### config.mk
export PLATFORM = sky130hd
export DESIGN_NAME = cvx_gauge_regs
export DESIGN_NICKNAME = d
export VERILOG_FILES = /design/src/design/cvx_pkg.sv /design/src/design/cvx_sync.sv /design/src/design/cvx_gauge_regs.sv
export VERILOG_INCLUDE_DIRS = /design/src /design/src/design
export SDC_FILE = /design/constraint.sdc
export NUM_CORES = 1
export LEC_CHECK = 0
export ABC_AREA = 1
export BUFFER_PORTS_ARGS = -buffer_cell sky130_fd_sc_hd__clkbuf_2
export CAP_MARGIN = 30
export CORE_ASPECT_RATIO = 1.5
export CORE_MARGIN = 2
export CORE_UTILIZATION = 61
export DETAILED_ROUTE_END_ITERATION = 8
export GPL_TIMING_DRIVEN = 0
export PLACE_DENSITY_LB_ADDON = 0.08
export SLEW_MARGIN = 30
export SYNTH_ARGS = -nofsm -noshare
export SYNTH_HDL_FRONTEND = slang
export SYNTH_SLANG_ARGS = --single-unit
### constraint.sdc
create_clock -name sys_clk -period 4.1 [get_ports sys_clk]
set_input_delay 0.41 -clock sys_clk [delete_from_list [all_inputs] [get_ports sys_clk]]
set_output_delay 0.41 -clock sys_clk [all_outputs]
set_load 0.1 [all_outputs]
### src/design/cvx_map.svh
/*
 * Register offsets, reset values, field positions and bus-timing constants of the cell-voltage register block.
 * Assumes it is included once per compilation unit by its bare name; the guard below makes repeats harmless.
 */
`ifndef CVX_MAP_SVH
`define CVX_MAP_SVH

// Register indices on the two-wire link
`define CVX_REG_CELL_V      8'h09
`define CVX_REG_CELL_AVG    8'h19
`define CVX_REG_EXTREMES    8'h1b

// Power-up value of the extremes register: peak 0x00, floor 0xff
`define CVX_EXT_RESET       16'h00ff

// Extremes layout: peak in the upper byte, floor in the lower byte
`define CVX_EXT_PEAK_HI     15
`define CVX_EXT_PEAK_LO     8
`define CVX_EXT_FLOOR_HI    7
`define CVX_EXT_FLOOR_LO    0

// 20 mV extremes step is 256 voltage steps of 78.125 uV, so the field is the reading's upper byte
`define CVX_SRC_HI          15
`define CVX_SRC_LO          8

// Standard formats: voltage step in nanovolts, fraction bits of percent and temperature types
`define CVX_VOLT_LSB_NV     78125
// Percentage types: 8 fraction bits, so the upper byte alone reads whole percent
`define CVX_PCT_FRAC_BITS   8
// Temperature types: signed two's complement, 8 fraction bits; current types are signed too
`define CVX_TEMP_FRAC_BITS  8

// Bit counter marks of one byte on the link
`define CVX_CNT_ACK         4'h8
`define CVX_CNT_DONE        4'h9

`endif

### src/design/cvx_pkg.sv
/*
 * Types shared by the cell-voltage register block.
 * Assumes nothing beyond a SystemVerilog compiler.
 */
package cvx_pkg;

  // Link-side transfer phases
  typedef enum logic [1:0] {
    CVX_IDLE,
    CVX_ADDR,
    CVX_RX,
    CVX_TX
  } cvx_state_t;

  // One 16-bit fuel-gauge register word
  typedef logic [15:0] cvx_word_t;

endpackage : cvx_pkg

### src/design/cvx_sync.sv
/*
 * Two-flop synchroniser for a group of asynchronous pin levels.
 * Assumes each bit is a slow level; multi-bit groups are not coherent words.
 */
module cvx_sync #(
  parameter int WIDTH = 2
) (
  input  wire logic             sys_clk,
  input  wire logic             arst_n,
  input  wire logic [WIDTH-1:0] d_in,
  output logic      [WIDTH-1:0] q_out
);

  generate
    if (WIDTH < 1) begin : g_bad_width
      $error("cvx_sync needs WIDTH of at least one");
    end
  endgenerate

  logic [WIDTH-1:0] meta_ff;  // First stage, read only by the second

  // Two stages; pins idle high on the bus, so reset to ones
  always_ff @(posedge sys_clk or negedge arst_n) begin
    if (!arst_n) begin
      meta_ff <= '1;
      q_out   <= '1;
    end else begin
      meta_ff <= d_in;
      q_out   <= meta_ff;
    end
  end

endmodule : cvx_sync

### src/design/cvx_gauge_regs.sv
/*
 * Cell-voltage registers with peak/floor tracking, read and written over a two-wire link slave.
 * Assumes a front end that pulses meas_valid with a new reading, and an external pull-up on the data wire.
 */
`include "cvx_map.svh"

module cvx_gauge_regs
  import cvx_pkg::*;
#(
  parameter logic [6:0] DEV_ADDR  = 7'h36,  // Link address; plain default
  parameter int         AVG_SHIFT = 3       // Averaging weight is 1/2**AVG_SHIFT
) (
  input  wire logic        sys_clk,
  input  wire logic        arst_n,
  input  wire logic        scl_i,
  input  wire logic        sda_i,
  input  wire logic        meas_valid,
  input  wire logic [15:0] meas_voltage,
  output logic             sda_o,
  output logic             sda_oe
);

  generate
    if (AVG_SHIFT < 1 || AVG_SHIFT > 8) begin : g_bad_shift
      $error("cvx_gauge_regs supports AVG_SHIFT from 1 to 8");
    end
  endgenerate

  logic [1:0]  pins_s;          // Synchronised {clock, data}
  logic        scl_q_ff;        // Previous clock level
  logic        sda_q_ff;        // Previous data level
  cvx_state_t  st_ff;           // Transfer phase
  logic [3:0]  cnt_ff;          // Clock rises within the byte
  logic [7:0]  shreg_ff;        // Received bits
  logic [7:0]  tx_ff;           // Bits still to send
  logic [7:0]  ptr_ff;          // Register pointer
  logic        ptr_loaded_ff;   // Pointer byte taken in this write
  logic        hi_ff;           // Low byte done, high byte next
  logic [7:0]  lo_hold_ff;      // Written low byte waits for its partner
  logic        ext_wr_ff;       // One-cycle write strobe to extremes
  cvx_word_t   ext_wdata_ff;    // Word written to extremes
  cvx_word_t   volt_ff;         // Instant reading
  cvx_word_t   avg_ff;          // Averaged reading
  logic        avg_seen_ff;     // A reading has arrived
  cvx_word_t   ext_ff;          // {peak, floor}
  logic        pristine_ff;     // No update or write since reset

  wire logic scl_s = pins_s[1];
  wire logic sda_s = pins_s[0];
  wire logic scl_rise = scl_s & ~scl_q_ff;
  wire logic scl_fall = ~scl_s & scl_q_ff;
  wire logic start_c  = scl_s & scl_q_ff & sda_q_ff & ~sda_s;
  wire logic stop_c   = scl_s & scl_q_ff & ~sda_q_ff & sda_s;

  cvx_sync #(
    .WIDTH (2)
  ) u_pin_sync (
    .sys_clk (sys_clk),
    .arst_n  (arst_n),
    .d_in    ({scl_i, sda_i}),
    .q_out   (pins_s)
  );

  // Edge history of the synchronised pins
  always_ff @(posedge sys_clk or negedge arst_n) begin
    if (!arst_n) begin
      scl_q_ff <= 1'b1;
      sda_q_ff <= 1'b1;
    end else begin
      scl_q_ff <= scl_s;
      sda_q_ff <= sda_s;
    end
  end

  // Read mux; next byte is picked from where the pointer will be
  logic [7:0] tx_ptr;
  logic       tx_hi;
  cvx_word_t  rd_word;
  logic [7:0] rd_byte;
  always_comb begin
    tx_ptr = (st_ff == CVX_TX && hi_ff) ? ptr_ff + 8'h01 : ptr_ff;
    tx_hi  = (st_ff == CVX_TX) ? ~hi_ff : 1'b0;
    if (tx_ptr == `CVX_REG_CELL_V) begin
      rd_word = volt_ff;
    end else if (tx_ptr == `CVX_REG_CELL_AVG) begin
      rd_word = avg_ff;
    end else if (tx_ptr == `CVX_REG_EXTREMES) begin
      rd_word = ext_ff;
    end else begin
      rd_word = 16'h0000;  // Unmapped indices read as zero
    end
    rd_byte = tx_hi ? rd_word[15:8] : rd_word[7:0];  // Low byte goes first
  end

  // Link slave: address, pointer, word writes and auto-incrementing reads
  always_ff @(posedge sys_clk or negedge arst_n) begin
    if (!arst_n) begin
      st_ff         <= CVX_IDLE;
      cnt_ff        <= 4'h0;
      shreg_ff      <= 8'h00;
      tx_ff         <= 8'h00;
      ptr_ff        <= 8'h00;
      ptr_loaded_ff <= 1'b0;
      hi_ff         <= 1'b0;
      lo_hold_ff    <= 8'h00;
      ext_wr_ff     <= 1'b0;
      ext_wdata_ff  <= 16'h0000;
      sda_oe        <= 1'b0;
    end else begin
      ext_wr_ff <= 1'b0;
      if (start_c) begin
        st_ff         <= CVX_ADDR;
        cnt_ff        <= 4'h0;
        hi_ff         <= 1'b0;
        ptr_loaded_ff <= 1'b0;  // Repeated start keeps the pointer itself
        sda_oe        <= 1'b0;
      end else if (stop_c) begin
        st_ff  <= CVX_IDLE;
        sda_oe <= 1'b0;
      end else if (scl_rise && st_ff != CVX_IDLE) begin
        if (cnt_ff < `CVX_CNT_ACK) begin
          shreg_ff <= {shreg_ff[6:0], sda_s};
          cnt_ff   <= cnt_ff + 4'h1;
        end else begin
          cnt_ff <= `CVX_CNT_DONE;
          if (st_ff == CVX_TX && sda_s) begin
            st_ff <= CVX_IDLE;  // Master refused more data
          end
        end
      end else if (scl_fall && st_ff != CVX_IDLE) begin
        case (st_ff)
          CVX_ADDR: begin
            if (cnt_ff == `CVX_CNT_ACK) begin
              if (shreg_ff[7:1] == DEV_ADDR) begin
                sda_oe <= 1'b1;  // Acknowledge our address
              end else begin
                st_ff <= CVX_IDLE;  // Not ours: stay off the wire
              end
            end else if (cnt_ff == `CVX_CNT_DONE) begin
              cnt_ff <= 4'h0;
              if (shreg_ff[0]) begin
                st_ff  <= CVX_TX;
                hi_ff  <= tx_hi;
                ptr_ff <= tx_ptr;
                tx_ff  <= {rd_byte[6:0], 1'b0};
                sda_oe <= ~rd_byte[7];
              end else begin
                st_ff  <= CVX_RX;
                sda_oe <= 1'b0;
              end
            end
          end
          CVX_RX: begin
            if (cnt_ff == `CVX_CNT_ACK) begin
              sda_oe <= 1'b1;
            end else if (cnt_ff == `CVX_CNT_DONE) begin
              sda_oe <= 1'b0;
              cnt_ff <= 4'h0;
              if (!ptr_loaded_ff) begin
                ptr_ff        <= shreg_ff;
                ptr_loaded_ff <= 1'b1;
              end else if (!hi_ff) begin
                lo_hold_ff <= shreg_ff;
                hi_ff      <= 1'b1;
              end else begin
                // Whole word in: only the extremes register takes it
                hi_ff  <= 1'b0;
                ptr_ff <= ptr_ff + 8'h01;
                if (ptr_ff == `CVX_REG_EXTREMES) begin
                  ext_wr_ff    <= 1'b1;
                  ext_wdata_ff <= {shreg_ff, lo_hold_ff};
                end
              end
            end
          end
          CVX_TX: begin
            if (cnt_ff == `CVX_CNT_ACK) begin
              sda_oe <= 1'b0;  // Let the master acknowledge
            end else if (cnt_ff == `CVX_CNT_DONE) begin
              cnt_ff <= 4'h0;
              hi_ff  <= tx_hi;
              ptr_ff <= tx_ptr;
              tx_ff  <= {rd_byte[6:0], 1'b0};
              sda_oe <= ~rd_byte[7];
            end else begin
              tx_ff  <= {tx_ff[6:0], 1'b0};
              sda_oe <= ~tx_ff[7];  // Open drain: pull low for a zero
            end
          end
          default: begin
            st_ff <= CVX_IDLE;
          end
        endcase
      end
    end
  end

  // Data line only ever pulls low
  always_ff @(posedge sys_clk or negedge arst_n) begin
    if (!arst_n) begin
      sda_o <= 1'b0;
    end else begin
      sda_o <= 1'b0;
    end
  end

  // Instant reading, stored unsigned as delivered
  always_ff @(posedge sys_clk or negedge arst_n) begin
    if (!arst_n) begin
      volt_ff <= 16'h0000;
    end else if (meas_valid) begin
      volt_ff <= meas_voltage;
    end
  end

  // Exponential average; the first reading seeds it so start-up is not dragged from zero
  logic signed [16:0] avg_diff;
  logic signed [16:0] avg_step;
  logic        [16:0] avg_sum;
  always_comb begin
    avg_diff = $signed({1'b0, meas_voltage}) - $signed({1'b0, avg_ff});
    avg_step = avg_diff >>> AVG_SHIFT;
    avg_sum  = 17'({1'b0, avg_ff}) + 17'(avg_step);
  end

  always_ff @(posedge sys_clk or negedge arst_n) begin
    if (!arst_n) begin
      avg_ff      <= 16'h0000;
      avg_seen_ff <= 1'b0;
    end else if (meas_valid) begin
      avg_seen_ff <= 1'b1;
      if (!avg_seen_ff) begin
        avg_ff <= meas_voltage;
      end else begin
        avg_ff <= avg_sum[15:0];
      end
    end
  end

  // Extremes: a host write lands first, then a same-cycle reading is compared against it
  cvx_word_t  ext_base;
  logic [7:0] ext_src;
  cvx_word_t  nxt_ext;
  always_comb begin
    ext_base = ext_wr_ff ? ext_wdata_ff : ext_ff;
    ext_src  = meas_voltage[`CVX_SRC_HI:`CVX_SRC_LO];
    nxt_ext  = ext_base;
    if (meas_valid && ext_src > ext_base[`CVX_EXT_PEAK_HI:`CVX_EXT_PEAK_LO]) begin
      nxt_ext[`CVX_EXT_PEAK_HI:`CVX_EXT_PEAK_LO] = ext_src;
    end
    if (meas_valid && ext_src < ext_base[`CVX_EXT_FLOOR_HI:`CVX_EXT_FLOOR_LO]) begin
      nxt_ext[`CVX_EXT_FLOOR_HI:`CVX_EXT_FLOOR_LO] = ext_src;
    end
  end

  always_ff @(posedge sys_clk or negedge arst_n) begin
    if (!arst_n) begin
      ext_ff      <= `CVX_EXT_RESET;
      pristine_ff <= 1'b1;
    end else begin
      ext_ff      <= nxt_ext;
      pristine_ff <= pristine_ff & ~meas_valid & ~ext_wr_ff;
    end
  end
endmodule : cvx_gauge_regs

# Yosys cells after proc, flatten, opt, wreduce, memory -nomap -nowiden
# Index checks and enable logic that the tools add are counted.
# op_classes
addsub,4
n_lt_le_gt_ge,3
n_eq_ne,39
mux,89
bitwise_logic,18
reduce_logical,31
# op_table
cell,count
$mux 8,18
$mux 16,5
$mux 1,44
$mux 4,8
$ne 3x3->1 const B,10
$eq 8x5->1 const B,3
$pmux 8 s3,1
$mux 2,9
$ne 2x2->1 const B,9
$reduce_and 6->1,3
$reduce_and 9->1,2
$sub 16x16->17,1
$add 16x16->16,1
$pmux 8 s2,1
$ne 5x5->1 const B,3
$reduce_bool 3->1,5
$reduce_and 13->1,1
$ne 6x6->1 const B,2
$reduce_and 12->1,1
$not 1->1,11
$reduce_and 10->1,1
$reduce_bool 2->1,5
$add 8x1->8 const B,1
$eq 4x4->1 const B,2
other kinds (23),37
# word_totals
reg_bits,113
output_inout_bits,2
wordCells,203

# Depth between registers and ports, before layout
# logic_depth
word_depth,17
depth_mapped,24

# By module
# From an unflattened synthesis, not the netlist that was laid out.
# unflattened
hier_cells,998
area_unflattened_um2,7547.2
# by_module_without_submodules
module,n_inst,cells_each,area_per_inst_um2,seq_area_each_um2
cvx_gauge_regs,1,994,7442.1,2715.1
cvx_sync,1,4,105.1,105.1

# Least setup slack after synthesis
# OpenSTA, ideal clock, no wires.
# synth_path
path_type,input -> register
from,input port meas_voltage[2]
to,register avg_ff[11]
t_arrival_ns,2.974
path_slack_ns,1.003
stages,20
n_path_buf,0
path_cell_list,ha_1 a21oi_1 nand2_1 nand2_1 nand2_1 nand2_1 nand2_1 nand3_1 nand2_1 xor2_1 ha_1 nand2_1 a31oi_1 nor2_1 o21ai_0 a21oi_1 o21ai_0 o21ai_0 o21ai_0 nand2_1
# synth_between
elab_chain_cells,3
# synth_lines
element,line,text
"start, declared",cvx_gauge_regs.sv:18,"input wire logic [15:0] meas_voltage,"
$sub 16x16->17,cvx_gauge_regs.sv:221,"avg_diff = $signed({1'b0, meas_voltage}) - $signed({1'b0, avg_ff});"
$add 16x16->16,cvx_gauge_regs.sv:223,"avg_sum = 17'({1'b0, avg_ff}) + 17'(avg_step);"
$mux 16,cvx_gauge_regs.sv:232,if (!avg_seen_ff) begin
"end signal, assigned",cvx_gauge_regs.sv:233,avg_ff <= meas_voltage;
"end signal, assigned",cvx_gauge_regs.sv:235,avg_ff <= avg_sum[15:0];
"end, declared",cvx_gauge_regs.sv:43,cvx_word_t avg_ff;
# No other way between the ends.
# A chain may end at the register's enable or synchronous reset.

# Worst setup path in the final report
# layout_path
from,register avg_ff[1]
to,register avg_ff[11]
# layout_between
elab_chain_cells,3
# layout_lines
element,line
$sub 16x16->17,cvx_gauge_regs.sv:221
$add 16x16->16 (*),cvx_gauge_regs.sv:223
$mux 16 (*),cvx_gauge_regs.sv:232
# Mark *: on every way between the ends. The rest lies on a longest branch, timed or not.

==> out/results.ini <==
[floorplan]
initial_utilization_pct = 61.90
die_h_um = 141.3
die_x_um = 95.54
core_um2 = 12390
die_area_um2 = 13500
row_count = 50
io_pins = 23

[synth]
ys_seq_area_share_pct = 36.78
yosysTopAreaCellShare_pct = 31.98
ys_warn_count = 0
synth_area_leaders = dfrtp_1, nand2_1, ha_1, o21ai_0, inv_1
async_flop_share_pct = 100.0
synth_edf_count = 0
yosysTopAreaCell = dfrtp_1
synth.cell_area_um2 = 7667
postSynthAreaPerCell_um2 = 7.714
yosys_register_bits = 112
ys.flop_type = dfrtp_1
synth_fp_nets = 1072
synthCells = 994
ys_types = 64

[timing]
worst_hold_slack_ps = 128.3
final_hold_viol_count = 0
worst_pin_slew_ps = 960.2
max_freq_mhz = 267.0
period_needed_ps = 3746
fin_crit_sh_pct = 91.36
setup_viol = 0
fin_skew_ps = 8.217
maxSlewHeadroom_pct = 35.49
slew_violations = 0
tns_ps = 0
rsz0062_at_grt = false

[worst_setup_path]
cp.arrival_ps = 3990
endpoint_kind = register
cp_max_fo = 4
required_ps = 4350
worstSetupStartpointType = register
crit_type = reg2reg

[grt]
grt_overflow = 0
grt_usage_pct = 31.73
grt_max_degree = 78
antenna_found_initial = 0
grt_pass1_vias = 6717
grt_pass1_wl_um = 32880

[layout]
ff_latch_area_um2 = 2820
syn2layout_area_growth_pct = 8.828
multi_input_area_um2 = 4253
final_cell_mix = nand2_1, inv_1, o21ai_0
fin_nets = 1107
nFillCells = 1077
drive_above_1_share_pct = 11.22
final_common_cell = nand2_1
n_antenna_cell = 0

[clock_tree]
cts_tree = done
htreeDepth = 3
clock_latency_ps = 360
cts_buffers = 9
cts_root_buf = clkbuf_16
clkTransAtPathRegs_ps = 80
clock_sinks = 112
clockBufferDepth = 2

[placement]
dp_hpwl_um = 16030
portBuffers = 20
place_congestion = 0.9142

[worst_hold_path]
hold_path_class = in2reg

[power_and_ir_drop]
peakVddDrop_uv = 641.6
leakage_nw = 4.212
power_density_nw_per_um2 = 748.5

[detailed_routing]
ant_nets = 0
drt_iter0_drc = 403
remaining_drc_errors = 0
vias = 6778
via_per_inst = 5.696
first_pass_iters = 5
wl_per_cell_um = 17.10
wirelength_um = 20350

[run]
maxCapViolations = 0

[status]
status = finished clean

[cells in the mapped netlist, drive strengths merged (3+ instances only)]
library cell,instances
a211oi,5
a21oi,58
a31oi,6
buf,11
clkbuf,15
dfrtp,98
dfstp,14
ha,56
inv,125
mux2,9
mux2i,7
nand2,262
nand3,58
nand4,8
nor2,56
nor3,12
nor4,7
o211ai,6
o21ai,119
o21bai,3
o221ai,3
o22ai,4
xnor2,7
xor2,16
[critical path: stages (launching register included)]
cell and delay [ps]:
dfrtp_1 450, inv_1 80, ha_1 270, nand3_1 60, nand2_1 90, nand2_1 50
nand2_1 110, nand2_1 60, nand2_1 200, nand3_1 100, nand2_1 200, nand3_1 100
nand2_1 110, xor2_1 310, ha_1 330, a21oi_1 250, o21ai_2 140, a21oi_1 210
o21ai_0 150, nand2_1 100, inv_1 30, o21ai_0 150, nand2_1 70
[timing repair]
action,CTS,global route
buffers inserted,0,2
setup endpoints to repair,0,4
resized for setup,0,7
endpoints found under the hold margin,35,0
hold buffers,1,0
[area by class of cell]
class / instances / area share, %
Buffer: 26 / 1.574
Clock buffer: 9 / 2.699
Clock inverter: 7 / 0.9147
Inverter: 127 / 5.773
Multi-Input combinational cell: 729 / 50.97
Sequential cell: 112 / 33.80
Tap cell: 156 / 2.339
Timing Repair Buffer: 24 / 1.934
[sequential cells by signal, summed over array words and instances (netlist names)]
name and cells:
st_ff 2, hi_ff 1, sda_oe 1, ext_ff 16, u_pin_sync.meta_ff 2, tx_ff 7, volt_ff 16, avg_seen_ff 1
sda_q_ff 1, avg_ff 16, u_pin_sync.q_out 2, ptr_loaded_ff 1, ptr_ff 8, shreg_ff 8, scl_q_ff 1, ext_wr_ff 1
lo_hold_ff 8, ext_wdata_ff 16, cnt_ff 4
[power breakdown]
group / internal [mW] / leakage (nW) / switching (mW)
Combinational: 1.36 / 2.66 / 2.33
Clock: 0.432 / 0.147 / 0.451
Sequential: 1.41 / 1.41 / 0.251
Total: 3.21 / 4.21 / 3.04
[final timing paths]
path | startpoint | endpoint | slack (ps) | depth (start not counted)
min reg2reg | u_pin_sync.meta_ff[1] | u_pin_sync.q_out[1] | 370 | 0
max in group asynchronous | arst_n | ext_ff[3] | 2860 | 3
max | avg_ff[1] | avg_ff[11] | 350 | 22
min in group asynchronous | arst_n | ptr_ff[0] | 510 | 2
max reg2reg | avg_ff[1] | avg_ff[11] | 350 | 22
min | sda_i | u_pin_sync.meta_ff[0] | 130 | 1
[logic make-up after synthesis]
kind of cell	synth area share, %
fa+ha+maj	9.399
flops	36.78
simple gates	24.27
buf+inv	7.996
xor+xnor	2.627
compound gates	16.64
mux	2.236
other cells	0.04891
[through the flow]
| stage | util, % | setup WS [ps] | cell area [µm²] | std cells | total power, mW |
|---|---|---|---|---|---|
| 4_1_cts | 67.09 | 132.2 | 8310 | 1188 | 6.181 |
| 3_5_place_dp | 64.58 | 65.06 | 7999 | 1171 | 5.282 |
| 6_report | 67.36 | 354.4 | 8344 | 1190 | 6.245 |
| 5_1_grt | 67.36 | 8.199 | 8344 | 1190 | 6.807 |
| 2_1_floorplan | - | 1003 | 7667 | 994 | 4.387 |
| 3_3_place_gp | 64.28 | 91.07 | 7963 | 1170 | 5.221 |
[per-layer routing]
layer	vias up	track usage, %	share of wire (%)
met5	-	0	0
met4	0	15.94	5.4
met3	70	3.930	3.3
met2	171	57.60	53
met1	3148	35.59	38
li1	3389	-	-
Note: power is estimated with default switching activity, not from simulation.
